$ cat src/rtl/tcc_defs.svh
/*
 * constants of the compensation control block: register offsets, field
 * positions, power-up values and timing.
 * assumes it is included by bare name wherever a constant is needed.
 */
`ifndef TCC_DEFS_SVH
`define TCC_DEFS_SVH

// register offsets
`define TCC_ADDR_INIT_TRIM 8'h0B
`define TCC_ADDR_COLD_CURV 8'h0C
`define TCC_ADDR_TRIM_CTRL 8'h0D

// fields of compensation_trim_control
`define TCC_TSE_BIT 7
`define TCC_BMODE_HI 6
`define TCC_BMODE_LO 5
`define TCC_TRIM_HI 4
`define TCC_BMODE_OFF 2'h0

// values read and held after reset
`define TCC_BYTE_ZERO 8'h00
`define TCC_TRIM_ZERO 5'h00
`define TCC_BMODE_ZERO 2'h0

// timing: correction period and clock rate
`define TCC_CORR_PERIOD_S 60
`define TCC_CLK_HZ 20000000
`define TCC_CNT_W 31
`define TCC_CONV_CYCLES 32

`endif

$ cat src/rtl/tcc_pkg.sv
/*
 * types of the compensation control block.
 * assumes nothing beyond a SystemVerilog compiler.
 */
package tcc_pkg;
	typedef enum logic [1:0] {TCC_SEL_NONE, TCC_SEL_INIT, TCC_SEL_COLD, TCC_SEL_CTRL} tcc_sel_type;
	typedef enum logic [1:0] {TCC_CONV_IDLE, TCC_CONV_WAIT, TCC_CONV_LOAD} tcc_conv_state_type;
endpackage

$ cat src/rtl/tcc_sync2.sv
/*
 * two flip-flop synchroniser, one chain per bit.
 * assumes each input bit is a slow level from outside the clock domain.
 */
`timescale 1ns/1ns
module tcc_sync2 #(
	parameter int W = 2
) (
	input wire logic clock,
	input wire logic rst_n,
	input wire logic [W-1:0] async_in,
	output logic [W-1:0] sync_out
);
	genvar i;
	generate
		for (i = 0; i < W; i++) begin : g_bit
			logic stage1;
			// first stage is read only by the second
			always_ff @(posedge clock or negedge rst_n) begin
				if (!rst_n) begin
					stage1 <= 1'b0;
					sync_out[i] <= 1'b0;
				end else begin
					stage1 <= async_in[i];
					sync_out[i] <= stage1;
				end
			end
		end
	endgenerate
endmodule // tcc_sync2

$ cat src/rtl/tcc_convert.sv
/*
 * one temperature conversion: waits out the conversion time, samples the
 * temperature and reloads the trim results on the first one after reset, then only when it changed.
 * assumes temperature and calculated trims come from same-clock logic.
 */
`timescale 1ns/1ns
`include "tcc_defs.svh"
module tcc_convert import tcc_pkg::*; #(
	parameter int TW = 10,
	parameter int AW = 6,
	parameter int DW = 3,
	parameter int CONV_CYCLES = `TCC_CONV_CYCLES
) (
	input wire logic clock,
	input wire logic rst_n,
	input wire logic start,
	input wire logic [TW-1:0] temp_code,
	input wire logic [AW-1:0] calc_analog,
	input wire logic [DW-1:0] calc_digital,
	output logic busy,
	output logic reload,
	output logic [AW-1:0] analog_trim_result,
	output logic [DW-1:0] digital_trim_result
);
	localparam int CW = $clog2(CONV_CYCLES + 1);
	tcc_conv_state_type state, next_state;
	logic [CW-1:0] wait_cnt, next_wait_cnt;
	logic [TW-1:0] last_temp, next_last_temp;
	logic have_last, next_have_last;
	logic next_reload;
	logic [AW-1:0] next_analog;
	logic [DW-1:0] next_digital;
	logic changed;

	// first conversion after reset always loads, later ones only on change
	assign changed = !have_last || (temp_code != last_temp);
	assign busy = (state != TCC_CONV_IDLE);

	// conversion sequencing
	always_comb begin
		next_state = state;
		next_wait_cnt = wait_cnt;
		next_last_temp = last_temp;
		next_have_last = have_last;
		next_reload = 1'b0;
		next_analog = analog_trim_result;
		next_digital = digital_trim_result;
		case (state)
			TCC_CONV_IDLE: begin
				if (start) begin
					next_state = TCC_CONV_WAIT;
					next_wait_cnt = CW'(CONV_CYCLES - 1);
				end
			end
			TCC_CONV_WAIT: begin
				if (wait_cnt == '0) begin
					next_state = TCC_CONV_LOAD;
				end else begin
					next_wait_cnt = wait_cnt - 1'b1;
				end
			end
			TCC_CONV_LOAD: begin
				next_state = TCC_CONV_IDLE;
				if (changed) begin
					next_analog = calc_analog;
					next_digital = calc_digital;
					next_reload = 1'b1;
					next_last_temp = temp_code;
					next_have_last = 1'b1;
				end
			end
			default: next_state = TCC_CONV_IDLE;
		endcase
	end

	always_ff @(posedge clock or negedge rst_n) begin
		if (!rst_n) begin
			state <= TCC_CONV_IDLE;
			wait_cnt <= '0;
			last_temp <= '0;
			have_last <= 1'b0;
			reload <= 1'b0;
			analog_trim_result <= '0;
			digital_trim_result <= '0;
		end else begin
			state <= next_state;
			wait_cnt <= next_wait_cnt;
			last_temp <= next_last_temp;
			have_last <= next_have_last;
			reload <= next_reload;
			analog_trim_result <= next_analog;
			digital_trim_result <= next_digital;
		end
	end
endmodule // tcc_convert

$ cat src/rtl/tcc_ctrl.sv
/*
 * temperature compensation control: the three compensation registers,
 * supply switchover, periodic correction timer and conversion kick-off.
 * assumes the serial interface delivers decoded one-cycle register
 * strobes on this clock, and supply comparators arrive as async levels.
 * limitation: on backup the stride counts whole periods, so the first
 * backup correction may come up to one stride after the switchover.
 */
`timescale 1ns/1ns
`include "tcc_defs.svh"

module tcc_ctrl import tcc_pkg::*; #(
	parameter int unsigned CORR_CYCLES = `TCC_CORR_PERIOD_S * `TCC_CLK_HZ,
	parameter int CONV_CYCLES = `TCC_CONV_CYCLES,
	parameter int TW = 10,
	parameter int AW = 6,
	parameter int DW = 3
) (
	input wire logic clock,
	input wire logic rst_n,
	input wire logic main_below_thresh,
	input wire logic backup_above_2v7,
	input wire logic [4:0] factory_compensation_trim_control_trim,
	input wire logic [7:0] factory_initial_trim,
	input wire logic [7:0] factory_cold_curvature,
	input wire logic reg_wr,
	input wire logic reg_rd,
	input wire logic [7:0] reg_addr,
	input wire logic [7:0] reg_wdata,
	output logic [7:0] reg_rdata,
	input wire logic [TW-1:0] temp_code,
	input wire logic [AW-1:0] calc_analog,
	input wire logic [DW-1:0] calc_digital,
	output logic on_backup,
	output logic serial_enable,
	output logic sram_keep_powered,
	output logic osc_enable,
	output logic comp_allowed,
	output logic conv_busy,
	output logic trim_reload,
	output logic [AW-1:0] analog_trim_result,
	output logic [DW-1:0] digital_trim_result
);
	logic below_s, bat_ok_s;
	logic loaded, next_loaded;
	logic ctrl_tse, next_ctrl_tse;
	logic [1:0] bmode, next_bmode;
	logic [4:0] compensation_trim_control_trim, next_compensation_trim_control_trim;
	logic [7:0] init_trim, next_init_trim;
	logic [7:0] cold_curv, next_cold_curv;
	logic [7:0] next_rdata;
	logic [`TCC_CNT_W-1:0] cnt, next_cnt;
	logic [1:0] epoch, next_epoch;
	logic [1:0] last_epoch;
	logic pending, next_pending;
	logic next_on_backup;
	logic bus_ok, wr_ctrl, kick, tick, want, conv_start;

	// register select, shared by the write and the read path
	function automatic tcc_sel_type reg_sel(input logic [7:0] addr);
		case (addr)
			`TCC_ADDR_INIT_TRIM: reg_sel = TCC_SEL_INIT;
			`TCC_ADDR_COLD_CURV: reg_sel = TCC_SEL_COLD;
			`TCC_ADDR_TRIM_CTRL: reg_sel = TCC_SEL_CTRL;
			default: reg_sel = TCC_SEL_NONE;
		endcase
	endfunction

	// comparator levels come from the analogue side, so synchronise first
	tcc_sync2 #(.W(2)) u_sync (
		.clock(clock),
		.rst_n(rst_n),
		.async_in({main_below_thresh, backup_above_2v7}),
		.sync_out({below_s, bat_ok_s})
	);

	// supply selection follows the comparator, no host action needed
	always_comb begin
		next_on_backup = below_s;
	end

	// registered so the serial gate and the stride switch on the same edge
	always_ff @(posedge clock or negedge rst_n) begin
		if (!rst_n) begin
			on_backup <= 1'b0;
		end else begin
			on_backup <= next_on_backup;
		end
	end

	// oscillator and SRAM stay up in either supply mode
	assign osc_enable = loaded;
	assign sram_keep_powered = loaded;
	assign serial_enable = !on_backup;
	// accesses before the factory values are in place are dropped too
	assign bus_ok = serial_enable && loaded;
	assign wr_ctrl = bus_ok && reg_wr && (reg_sel(reg_addr) == TCC_SEL_CTRL);

	// register file: factory recall once after reset, then host access
	always_comb begin
		next_loaded = 1'b1;
		next_ctrl_tse = ctrl_tse;
		next_bmode = bmode;
		next_compensation_trim_control_trim = compensation_trim_control_trim;
		next_init_trim = init_trim;
		next_cold_curv = cold_curv;
		next_rdata = reg_rdata;
		if (!loaded) begin
			next_compensation_trim_control_trim = factory_compensation_trim_control_trim;
			next_init_trim = factory_initial_trim;
			next_cold_curv = factory_cold_curvature;
		end
		// only the control bits take the written byte; the read-only registers ignore writes
		if (wr_ctrl) begin
			next_ctrl_tse = reg_wdata[`TCC_TSE_BIT];
			next_bmode = reg_wdata[`TCC_BMODE_HI:`TCC_BMODE_LO];
		end
		// reads answer next cycle and hold; a refused read keeps the old byte
		if (bus_ok && reg_rd) begin
			case (reg_sel(reg_addr))
				TCC_SEL_INIT: next_rdata = init_trim;
				TCC_SEL_COLD: next_rdata = cold_curv;
				TCC_SEL_CTRL: next_rdata = {ctrl_tse, bmode, compensation_trim_control_trim};
				default: next_rdata = `TCC_BYTE_ZERO;
			endcase
		end
	end

	// reset keeps loaded low, which also holds the serial port shut until recall
	always_ff @(posedge clock or negedge rst_n) begin
		if (!rst_n) begin
			loaded <= 1'b0;
			ctrl_tse <= 1'b0;
			bmode <= `TCC_BMODE_ZERO;
			compensation_trim_control_trim <= `TCC_TRIM_ZERO;
			init_trim <= `TCC_BYTE_ZERO;
			cold_curv <= `TCC_BYTE_ZERO;
			reg_rdata <= `TCC_BYTE_ZERO;
		end else begin
			loaded <= next_loaded;
			ctrl_tse <= next_ctrl_tse;
			bmode <= next_bmode;
			compensation_trim_control_trim <= next_compensation_trim_control_trim;
			init_trim <= next_init_trim;
			cold_curv <= next_cold_curv;
			reg_rdata <= next_rdata;
		end
	end

	// on backup, the mode field picks the stride in periods (off, 1, 2, 4)
	assign comp_allowed = ctrl_tse && (!on_backup || (bat_ok_s && bmode != `TCC_BMODE_OFF));
	assign last_epoch = on_backup ? {bmode[1] & bmode[0], bmode[1]} : 2'h0;
	// on main every period counts; the stride only applies on backup
	assign tick = comp_allowed && (cnt == `TCC_CNT_W'(CORR_CYCLES - 1)) &&
		(!on_backup || epoch == last_epoch);
	// an enabled write restarts the wait so the next correction is a full period later
	assign kick = wr_ctrl && reg_wdata[`TCC_TSE_BIT];
	assign want = kick || tick || pending;
	assign conv_start = want && !conv_busy && (comp_allowed || kick);

	// correction timer and request holding; a request during a conversion waits
	always_comb begin
		next_cnt = cnt;
		next_epoch = epoch;
		// a kick while busy is held even though the old enable may still read low
		next_pending = conv_busy && (kick || (want && ctrl_tse));
		if (!comp_allowed || kick) begin
			next_cnt = '0;
			next_epoch = 2'h0;
		end else if (cnt == `TCC_CNT_W'(CORR_CYCLES - 1)) begin
			next_cnt = '0;
			// an epoch left over from backup must not delay corrections on main
			next_epoch = (epoch == last_epoch || !on_backup) ? 2'h0 : epoch + 2'h1;
		end else begin
			next_cnt = cnt + 1'b1;
		end
	end

	// timer state; cleared on reset so the first period is a full one
	always_ff @(posedge clock or negedge rst_n) begin
		if (!rst_n) begin
			cnt <= '0;
			epoch <= 2'h0;
			pending <= 1'b0;
		end else begin
			cnt <= next_cnt;
			epoch <= next_epoch;
			pending <= next_pending;
		end
	end

	tcc_convert #(.TW(TW), .AW(AW), .DW(DW), .CONV_CYCLES(CONV_CYCLES)) u_conv (
		.clock(clock),
		.rst_n(rst_n),
		.start(conv_start),
		.temp_code(temp_code),
		.calc_analog(calc_analog),
		.calc_digital(calc_digital),
		.busy(conv_busy),
		.reload(trim_reload),
		.analog_trim_result(analog_trim_result),
		.digital_trim_result(digital_trim_result)
	);
endmodule // tcc_ctrl

$ cat config.mk
export PLATFORM = sky130hd
export DESIGN_NAME = tcc_ctrl
export DESIGN_NICKNAME = d
export VERILOG_FILES = /design/src/rtl/tcc_pkg.sv /design/src/rtl/tcc_sync2.sv /design/src/rtl/tcc_convert.sv /design/src/rtl/tcc_ctrl.sv
export VERILOG_INCLUDE_DIRS = /design/src /design/src/rtl
export SDC_FILE = /design/constraint.sdc
export NUM_CORES = 1
export LEC_CHECK = 0
export BUFFER_PORTS_ARGS = -buffer_cell sky130_fd_sc_hd__clkbuf_2
export CORE_MARGIN = 2
export CORE_UTILIZATION = 55
export DETAILED_ROUTE_END_ITERATION = 8
export GPL_TIMING_DRIVEN = 0
export PLACE_DENSITY = 0.79
export SYNTH_ARGS = -nofsm -noshare
export SYNTH_HDL_FRONTEND = slang
export SYNTH_SLANG_ARGS = --single-unit
$ cat constraint.sdc
create_clock -name clock -period 3.1 [get_ports clock]
set_input_delay 0.155 -clock clock [delete_from_list [all_inputs] [get_ports clock]]
set_output_delay 0.155 -clock clock [all_outputs]
set_load 0.05 [all_outputs]
## Word-level counts from Yosys, hierarchy flattened

Index checks and enable logic that the tools add are counted.

- Latch bits: 0
- Input bits: 62
- Bits in read-only memories: 0
- Logic and storage cells: 92
- Memories kept: 0
- Flip-flop bits (word level): 101
- RAM bits: 0
- Output and inout bits: 24

- Equality and inequality tests: 15
- Add/subtract/negate cells: 3
- Reductions and logical operators: 34
- Multiplexer cells: 17
- Bitwise operators: 1
- Div/mod/pow operators: 0
- Magnitude comparators: 0
- Shift-type cells: 0
- $mul: 0

Operator list:

| kind | count |
|---|---|
| 31-bit two-way mux | 2 |
| 31-bit by 1-bit adder with 31-bit output (second input constant) | 1 |
| 31-bit == test (second input constant) | 1 |
| 8-bit by 4-bit == test with 1-bit output (second input constant) | 3 |
| 8-bit case mux with 3 select lines | 1 |
| 2-bit two-way mux | 7 |
| 1-bit logical AND | 13 |
| 6-bit two-way mux | 2 |
| 6-bit case mux with 2 select lines | 1 |
| 10-bit != test | 1 |
| 2-bit == test (second input constant) | 4 |
| 1-bit logical OR | 8 |
| 2-bit nonzero test | 4 |
| 6-bit logical NOT | 1 |
| 2-bit case mux with 3 select lines | 1 |
| 6-bit by 1-bit subtractor with 6-bit output (second input constant) | 1 |
| 2-bit by 1-bit == test with 1-bit output (second input constant) | 2 |
| 1-bit logical NOT | 4 |
| 2-bit != test (second input constant) | 2 |
| 2-bit case mux with 2 select lines | 1 |
| 2-bit AND reduction | 2 |
| 3-bit AND reduction | 1 |
| 2-bit by 1-bit adder with 2-bit output (second input constant) | 1 |
| 2-bit == test | 1 |
| 4 further kinds | 5 |

## Logic depth before layout (Yosys ltp)

- Word-level depth: 12
- Mapped depth: 8
- Gate-level depth less buffers: 7

## Cells and area by module

From an unflattened synthesis, not the netlist that was laid out.

- Cell total of the unflattened synthesis: 412
- Area, all modules: 4758.3 sq um

By module, submodules not included:

| module | cells an instance | area an instance (sq um) | sequential area each (sq um) | instances |
|---|---|---|---|---|
| tcc_ctrl | 303 | 3311.9 | 1701.6 | 1 |
| tcc_convert | 105 | 1346.3 | 725.7 | 1 |
| tcc_sync2 | 4 | 100.1 | 100.1 | 1 |

## Worst setup path after synthesis

No wires, ideal clock.

- Kind: register to register
- From: reg on_backup
- To: reg cnt[11]
- Path slack: 0.092 ns
- Cell stages (with the launch flop): 7
- Library setup time: 0.073 ns
- Arrival time: 2.936 ns
- Path buffers: 2
- Clock period less this slack: 3.008 ns
- Data required time: 3.027 ns
- Cell sequence: dfrtp_1 -> a21boi_0 -> nand2b_1 -> or2_2 -> clkbuf_1 -> buf_2 -> nor2_1

- Elaborated cells between the ends (all ways): 10
- Those cells by class: mux: 1; reduce/logical: 9

RTL lines:

| what | RTL line | source |
|---|---|---|
| start, declared | tcc_ctrl.sv:34 | `output logic on_backup,` |
| start signal, assigned | tcc_ctrl.sv:87 | `on_backup <= next_on_backup;` |
| 1-bit logical NOT | tcc_ctrl.sv:151 | `` assign comp_allowed = ctrl_tse && (!on_backup \|\| (bat_ok_s && bmode != `TCC_BMODE_OFF)); `` |
| 1-bit logical OR | tcc_ctrl.sv:151 |  |
| 1-bit logical AND | tcc_ctrl.sv:151 |  |
| via comp_allowed | tcc_ctrl.sv:38 | `output logic comp_allowed,` |
| 1-bit logical NOT | tcc_ctrl.sv:167 | `if (!comp_allowed \|\| kick) begin` |
| 1-bit logical OR | tcc_ctrl.sv:167 |  |
| 31-bit two-way mux | tcc_ctrl.sv:167 |  |
| via next_cnt[11] | tcc_ctrl.sv:52 | `` logic [`TCC_CNT_W-1:0] cnt, next_cnt; `` |
| end signal, assigned | tcc_ctrl.sv:186 | `cnt <= next_cnt;` |
| end, declared | tcc_ctrl.sv:52 |  |

The timed path passes the listed nets, and every way through them passes these cells.
A chain may end at the register's enable or synchronous reset.

## Worst setup path after layout

- From: reg cnt[21]
- To: reg cnt[18]

- Cells in the longest elaborated chain, start to end: 3

Ends and longest elaborated chain:

| what | RTL line | source |
|---|---|---|
| 31-bit == test | tcc_ctrl.sv:170 | `` end else if (cnt == `TCC_CNT_W'(CORR_CYCLES - 1)) begin `` |
| 31-bit two-way mux | tcc_ctrl.sv:170 |  |
| 31-bit two-way mux | tcc_ctrl.sv:167 |  |
| via next_cnt[18] | tcc_ctrl.sv:52 |  |

The timed path passes the listed nets, and every way through them passes these cells.

==> impl_table.tex <==
\begin{tabular}{lr}
\hline
Metric & Value \\
\hline
\multicolumn{2}{l}{\textbf{Worst setup path}} \\
\quad Cell type of the slowest stage on the worst timing path & sky130\_fd\_sc\_hd\_\_or4\_1 \\
\quad Crit start category & register \\
\quad Required time worst endpoint & 3.36 ns \\
\quad Element type at the critical path end & register \\
\quad Family with the most delay on the worst path & simple AND/OR/NAND/NOR gates \\
\quad Max incr delay on CP & 0.54 ns \\
\quad Cells along the critical path & or4\_1, or4\_1, nor4\_1, or2\_2, clkbuf\_1, buf\_2, nor2\_1 \\
\quad Worst path most repeated cell & sky130\_fd\_sc\_hd\_\_or4\_1 \\
\quad Category of the critical setup timing path & reg -> reg \\
\quad Arrival time of data at the critical path endpoint & 2.94 ns \\
\quad Crit path buf inv count & 2 \\
\quad Worst-path maximum fanout & 10 \\
\multicolumn{2}{l}{\textbf{Synthesis}} \\
\quad Fraction of synthesis flops using an asynchronous set or reset pin & 100\% \\
\quad Fraction of the mapped netlist area in simple logic gates & 16.2\% \\
\quad Synth Area in XOR/XNOR & 8.46\% \\
\quad Fraction of post-synthesis cell area in the top cell type by area & 55.5\% \\
\quad Dominant combinational cell family by area after synthesis & simple AND/OR/NAND/NOR gates \\
\quad Number of enable-type register cells in the synthesized netlist & 0 \\
\quad Largest cells by area after synthesis & sky130\_fd\_sc\_hd\_\_dfrtp\_1, sky130\_fd\_sc\_hd\_\_mux2\_2, sky130\_fd\_sc\_hd\_\_xor2\_1, sky130\_fd\_sc\_hd\_\_nor2\_1, sky130\_fd\_sc\_hd\_\_xnor2\_1 \\
\quad Count of different cell masters after synthesis & 44 \\
\quad Sequential-to-total area share from yosys stat & 55.5\% \\
\quad Syn\_nets & 463 \\
\quad Synthesized instance count & 398 \\
\quad Number of register bits inferred by synthesis & 101 \\
\quad Dominant cell type by area after synthesis & sky130\_fd\_sc\_hd\_\_dfrtp\_1 \\
\quad Post-synth top flop & sky130\_fd\_sc\_hd\_\_dfrtp\_1 \\
\quad Warnings, synthesis & 0 \\
\quad Post-synthesis mux area share & 10.6\% \\
\quad Post-synthesis instance area & 4550 um\^{}2 \\
\quad Mean instance size in the synthesized netlist & 11.4 um\^{}2 \\
\quad Complex-gate fraction of the synthesized area & 6.46\% \\
\quad Synthesized-area fraction occupied by adder cells & 0.824\% \\
\multicolumn{2}{l}{\textbf{Worst hold path}} \\
\quad Class of the tightest hold or removal check & in -> reg \\
\multicolumn{2}{l}{\textbf{GRT}} \\
\quad Via count of the first global-routing pass & 3186 \\
\quad Wire length of the first global-routing pass & 14600 um \\
\quad Maximum number of pins on one net before global-route repair & 56 \\
\quad Overall routing resource usage & 21.0\% \\
\quad Initial antenna violation count & 0 \\
\quad Overflow left after global routing & 0 \\
\multicolumn{2}{l}{\textbf{Placement}} \\
\quad Detailed placement HPWL & 6410 um \\
\quad Routability Congestion & 0.812 \\
\quad Number of input and output port buffers inserted & 80 \\
\multicolumn{2}{l}{\textbf{Timing}} \\
\quad Setup Total Neg Slack & 0 ns \\
\quad Final number of max-transition violations & 0 \\
\quad Final Cycle Share & 86.4\% \\
\quad Timing-limited maximum frequency & 373 MHz \\
\quad Worst-case headroom to the max-slew limit & 30.7\% \\
\quad Skew final & 0.0128 ns \\
\quad Final setup violation count & 0 \\
\quad Min Clock Period, post-route & 2.68 ns \\
\quad Hold violation total from the final report & 0 \\
\quad Worst-margin pin slew & 1.03 ns \\
\quad RSZ-0062 raised after global routing & no \\
\multicolumn{2}{l}{\textbf{Power}} \\
\quad Net Sw Frac & 26.4\% \\
\quad Share of power burned in the clock network & 33.5\% \\
\quad Lkg Pwr & 2.37 nW \\
\quad Part of the total power dissipated in combinational logic & 8.6\% \\
\quad Reg power frac & 57.9\% \\
\quad Total power per unit cell area & 446 nW/um\^{}2 \\
\quad Worst-case vdd ir drop & 0.000278 V \\
\quad Sw Pwr & 0.634 mW \\
\quad Internal power & 1.77 mW \\
\multicolumn{2}{l}{\textbf{Cells and area}} \\
\quad Final core occ & 66.3\% \\
\quad Number of nets at the end of the flow & 562 \\
\quad P\&R area growth vs syn & 18.4\% \\
\quad Final antenna diode count & 0 \\
\quad Ratio of cells with drive above 1 in the final layout & 30.5\% \\
\multicolumn{2}{l}{\textbf{Floorplanning}} \\
\quad Die height & 95 um \\
\quad Number of placement rows & 33 \\
\quad Starting utilization of the core area & 56.0\% \\
\quad Area of the core & 8130 um\^{}2 \\
\quad Area of the die & 9030 um\^{}2 \\
\quad DIE WIDTH & 95 um \\
\quad I/O pin total & 86 \\
\multicolumn{2}{l}{\textbf{Clock tree}} \\
\quad Worst skew pair latency & 0.37 ns \\
\quad Clock H-tree levels & 3 \\
\quad Worst-case clock buffer depth & 2 \\
\quad Cts bufs inserted & 9 \\
\quad Sinks on the clock net & 101 \\
\quad Clk slew on worst S/H paths & 0.11 ns \\
\quad Buffer type at the clock tree root & sky130\_fd\_sc\_hd\_\_clkbuf\_8 \\
\quad Post-CTS setup-driven buffer insertion count & 0 \\
\quad TritonCTS clock tree & yes \\
\multicolumn{2}{l}{\textbf{Status}} \\
\quad Run status & complete, no violations \\
\multicolumn{2}{l}{\textbf{Flow run}} \\
\quad Max-cap violations & 0 \\
\multicolumn{2}{l}{\textbf{Route}} \\
\quad Total via count after detailed routing & 3355 \\
\quad DRC violation count after routing & 0 \\
\quad 1st-pass router iterations & 4 \\
\quad Total wire length & 9230 um \\
\quad Number of violations reported at the end of detailed-routing iteration 0 & 144 \\
\quad Average vias per placed instance & 5.53 \\
\quad Antenna-violating nets left & 0 \\
\quad Wire per inst & 15.2 um \\
\hline
\end{tabular}
[metrics by stage]
step                setup WS (ns)  cells  total power [mW]  hold WS [ns]  area (um^2)
finish                      0.421    607              2.40       0.00894         5390
global placement            0.458    583              1.60         0.269         5090
CTS                         0.412    604              2.42       0.00161         5350
detailed placement          0.436    584              1.62         0.258         5120
global route                0.177    607              2.50      0.000476         5390
floorplan                  0.0917    398              1.52        -0.141         4550
[state kept, by name (all words and copies together) (netlist names)]
| register | count |
|---|---|
| u_sync.sync_out | 2 |
| u_conv.wait_cnt | 6 |
| reg_rdata | 8 |
| epoch | 2 |
| pending | 1 |
| bmode | 2 |
| init_trim | 8 |
| ctrl_tse | 1 |
| cnt | 31 |
| u_conv.digital_trim_result | 3 |
| cold_curv | 8 |
| u_conv.last_temp | 10 |
| u_conv.have_last | 1 |
| u_conv.reload | 1 |
| osc_enable | 1 |
| u_sync.g_bit.stage1 | 2 |
| u_conv.analog_trim_result | 6 |
| u_conv.state | 2 |
| on_backup | 1 |
| compensation_trim_control_trim | 5 |
[area by class of cell]
type | instances | area [um^2]
fill | 620 | 2740
sequential | 101 | 2530
multi-input combinational | 276 | 1950
timing repair buffer | 88 | 500
tap | 105 | 131
clock buffer | 9 | 124
clock inverter | 7 | 68.8
buffer | 10 | 45.0
inverter | 11 | 41.3
[cell families (layout without fill, tap and decap cells)]
| group | after synthesis | after routing |
|---|---|---|
| AND/OR/NAND/NOR | 140 | 140 |
| multiplexers | 43 | 43 |
| flip-flops | 101 | 101 |
| adder cells (fa/ha/maj) | 3 | 3 |
| AO/OA/AOI/OAI | 45 | 45 |
| buffers and inverters | 21 | 125 |
| other | 1 | 1 |
| XOR/XNOR | 44 | 44 |
[power groups by stage]
| stage | logic, mW | registers (mW) | clock network, mW |
|---|---|---|---|
| global route | 0.229 | 1.40 | 0.873 |
| floorplan | 0.0830 | 1.43 | 0 |
| CTS | 0.206 | 1.39 | 0.822 |
| global placement | 0.190 | 1.41 | 0 |
| finish | 0.207 | 1.39 | 0.805 |
| detailed placement | 0.201 | 1.42 | 0 |
[per-layer routing]
| metal | GRT usage, % | up-vias | wire [um] |
|---|---|---|---|
| li1 | - | 1601 | - |
| met5 | 0 | - | 0 |
| met1 | 27.7 | 1678 | 4070 |
| met3 | 4.63 | 10 | 340 |
| met4 | 6.40 | 0 | 121 |
| met2 | 34.8 | 66 | 4690 |
[cells in the final DEF, fill, tap and decap left out, types with 7 or more instances in the layout]
cell / netlist / final
sky130_fd_sc_hd__inv_1: 11 / 11
sky130_fd_sc_hd__xnor2_1: 13 / 13
sky130_fd_sc_hd__a21oi_1: 9 / 9
sky130_fd_sc_hd__dfrtp_1: 101 / 101
sky130_fd_sc_hd__nand2_1: 23 / 23
sky130_fd_sc_hd__clkbuf_2: 0 / 79
sky130_fd_sc_hd__nand4_1: 10 / 10
sky130_fd_sc_hd__dlygate4sd3_1: 0 / 7
sky130_fd_sc_hd__o21ai_0: 15 / 15
sky130_fd_sc_hd__nand3_1: 20 / 20
sky130_fd_sc_hd__xor2_1: 31 / 31
sky130_fd_sc_hd__nor2_1: 41 / 41
sky130_fd_sc_hd__clkbuf_8: 0 / 9
sky130_fd_sc_hd__mux2_2: 43 / 43
[cells in the mapped netlist, drive strengths merged, types with 5 or more instances]
master / instances
buf: 6
dfrtp: 101
nor4: 7
and3: 6
nand4: 10
nand3: 20
nand2: 23
xnor2: 13
or4: 5
xor2: 31
mux2: 43
inv: 11
nor2: 41
a21oi: 9
o21ai: 17
a22o: 5
[what timing repair did]
action,CTS,global route
hold buffers,4,3
gates resized for setup,0,0
endpoints found under the hold margin,49,3
[path summary, 6_finish.rpt]
check | from | to | slack [ns] | cells after the start
hold reg to reg | u_sync.sync_out[1] | on_backup | 0.36 | 0
setup / recovery | cnt[21] | cnt[18] | 0.42 | 7
max in group asynchronous | rst_n | bmode[0] | 2.05 | 3
hold / removal | factory_cold_curvature[4] | cold_curv[4] | 0.009 | 2
min in group asynchronous | rst_n | u_conv.state[1] | 0.37 | 2
setup reg to reg | cnt[21] | cnt[18] | 0.42 | 7
Note: power is estimated with default switching activity, not from simulation.
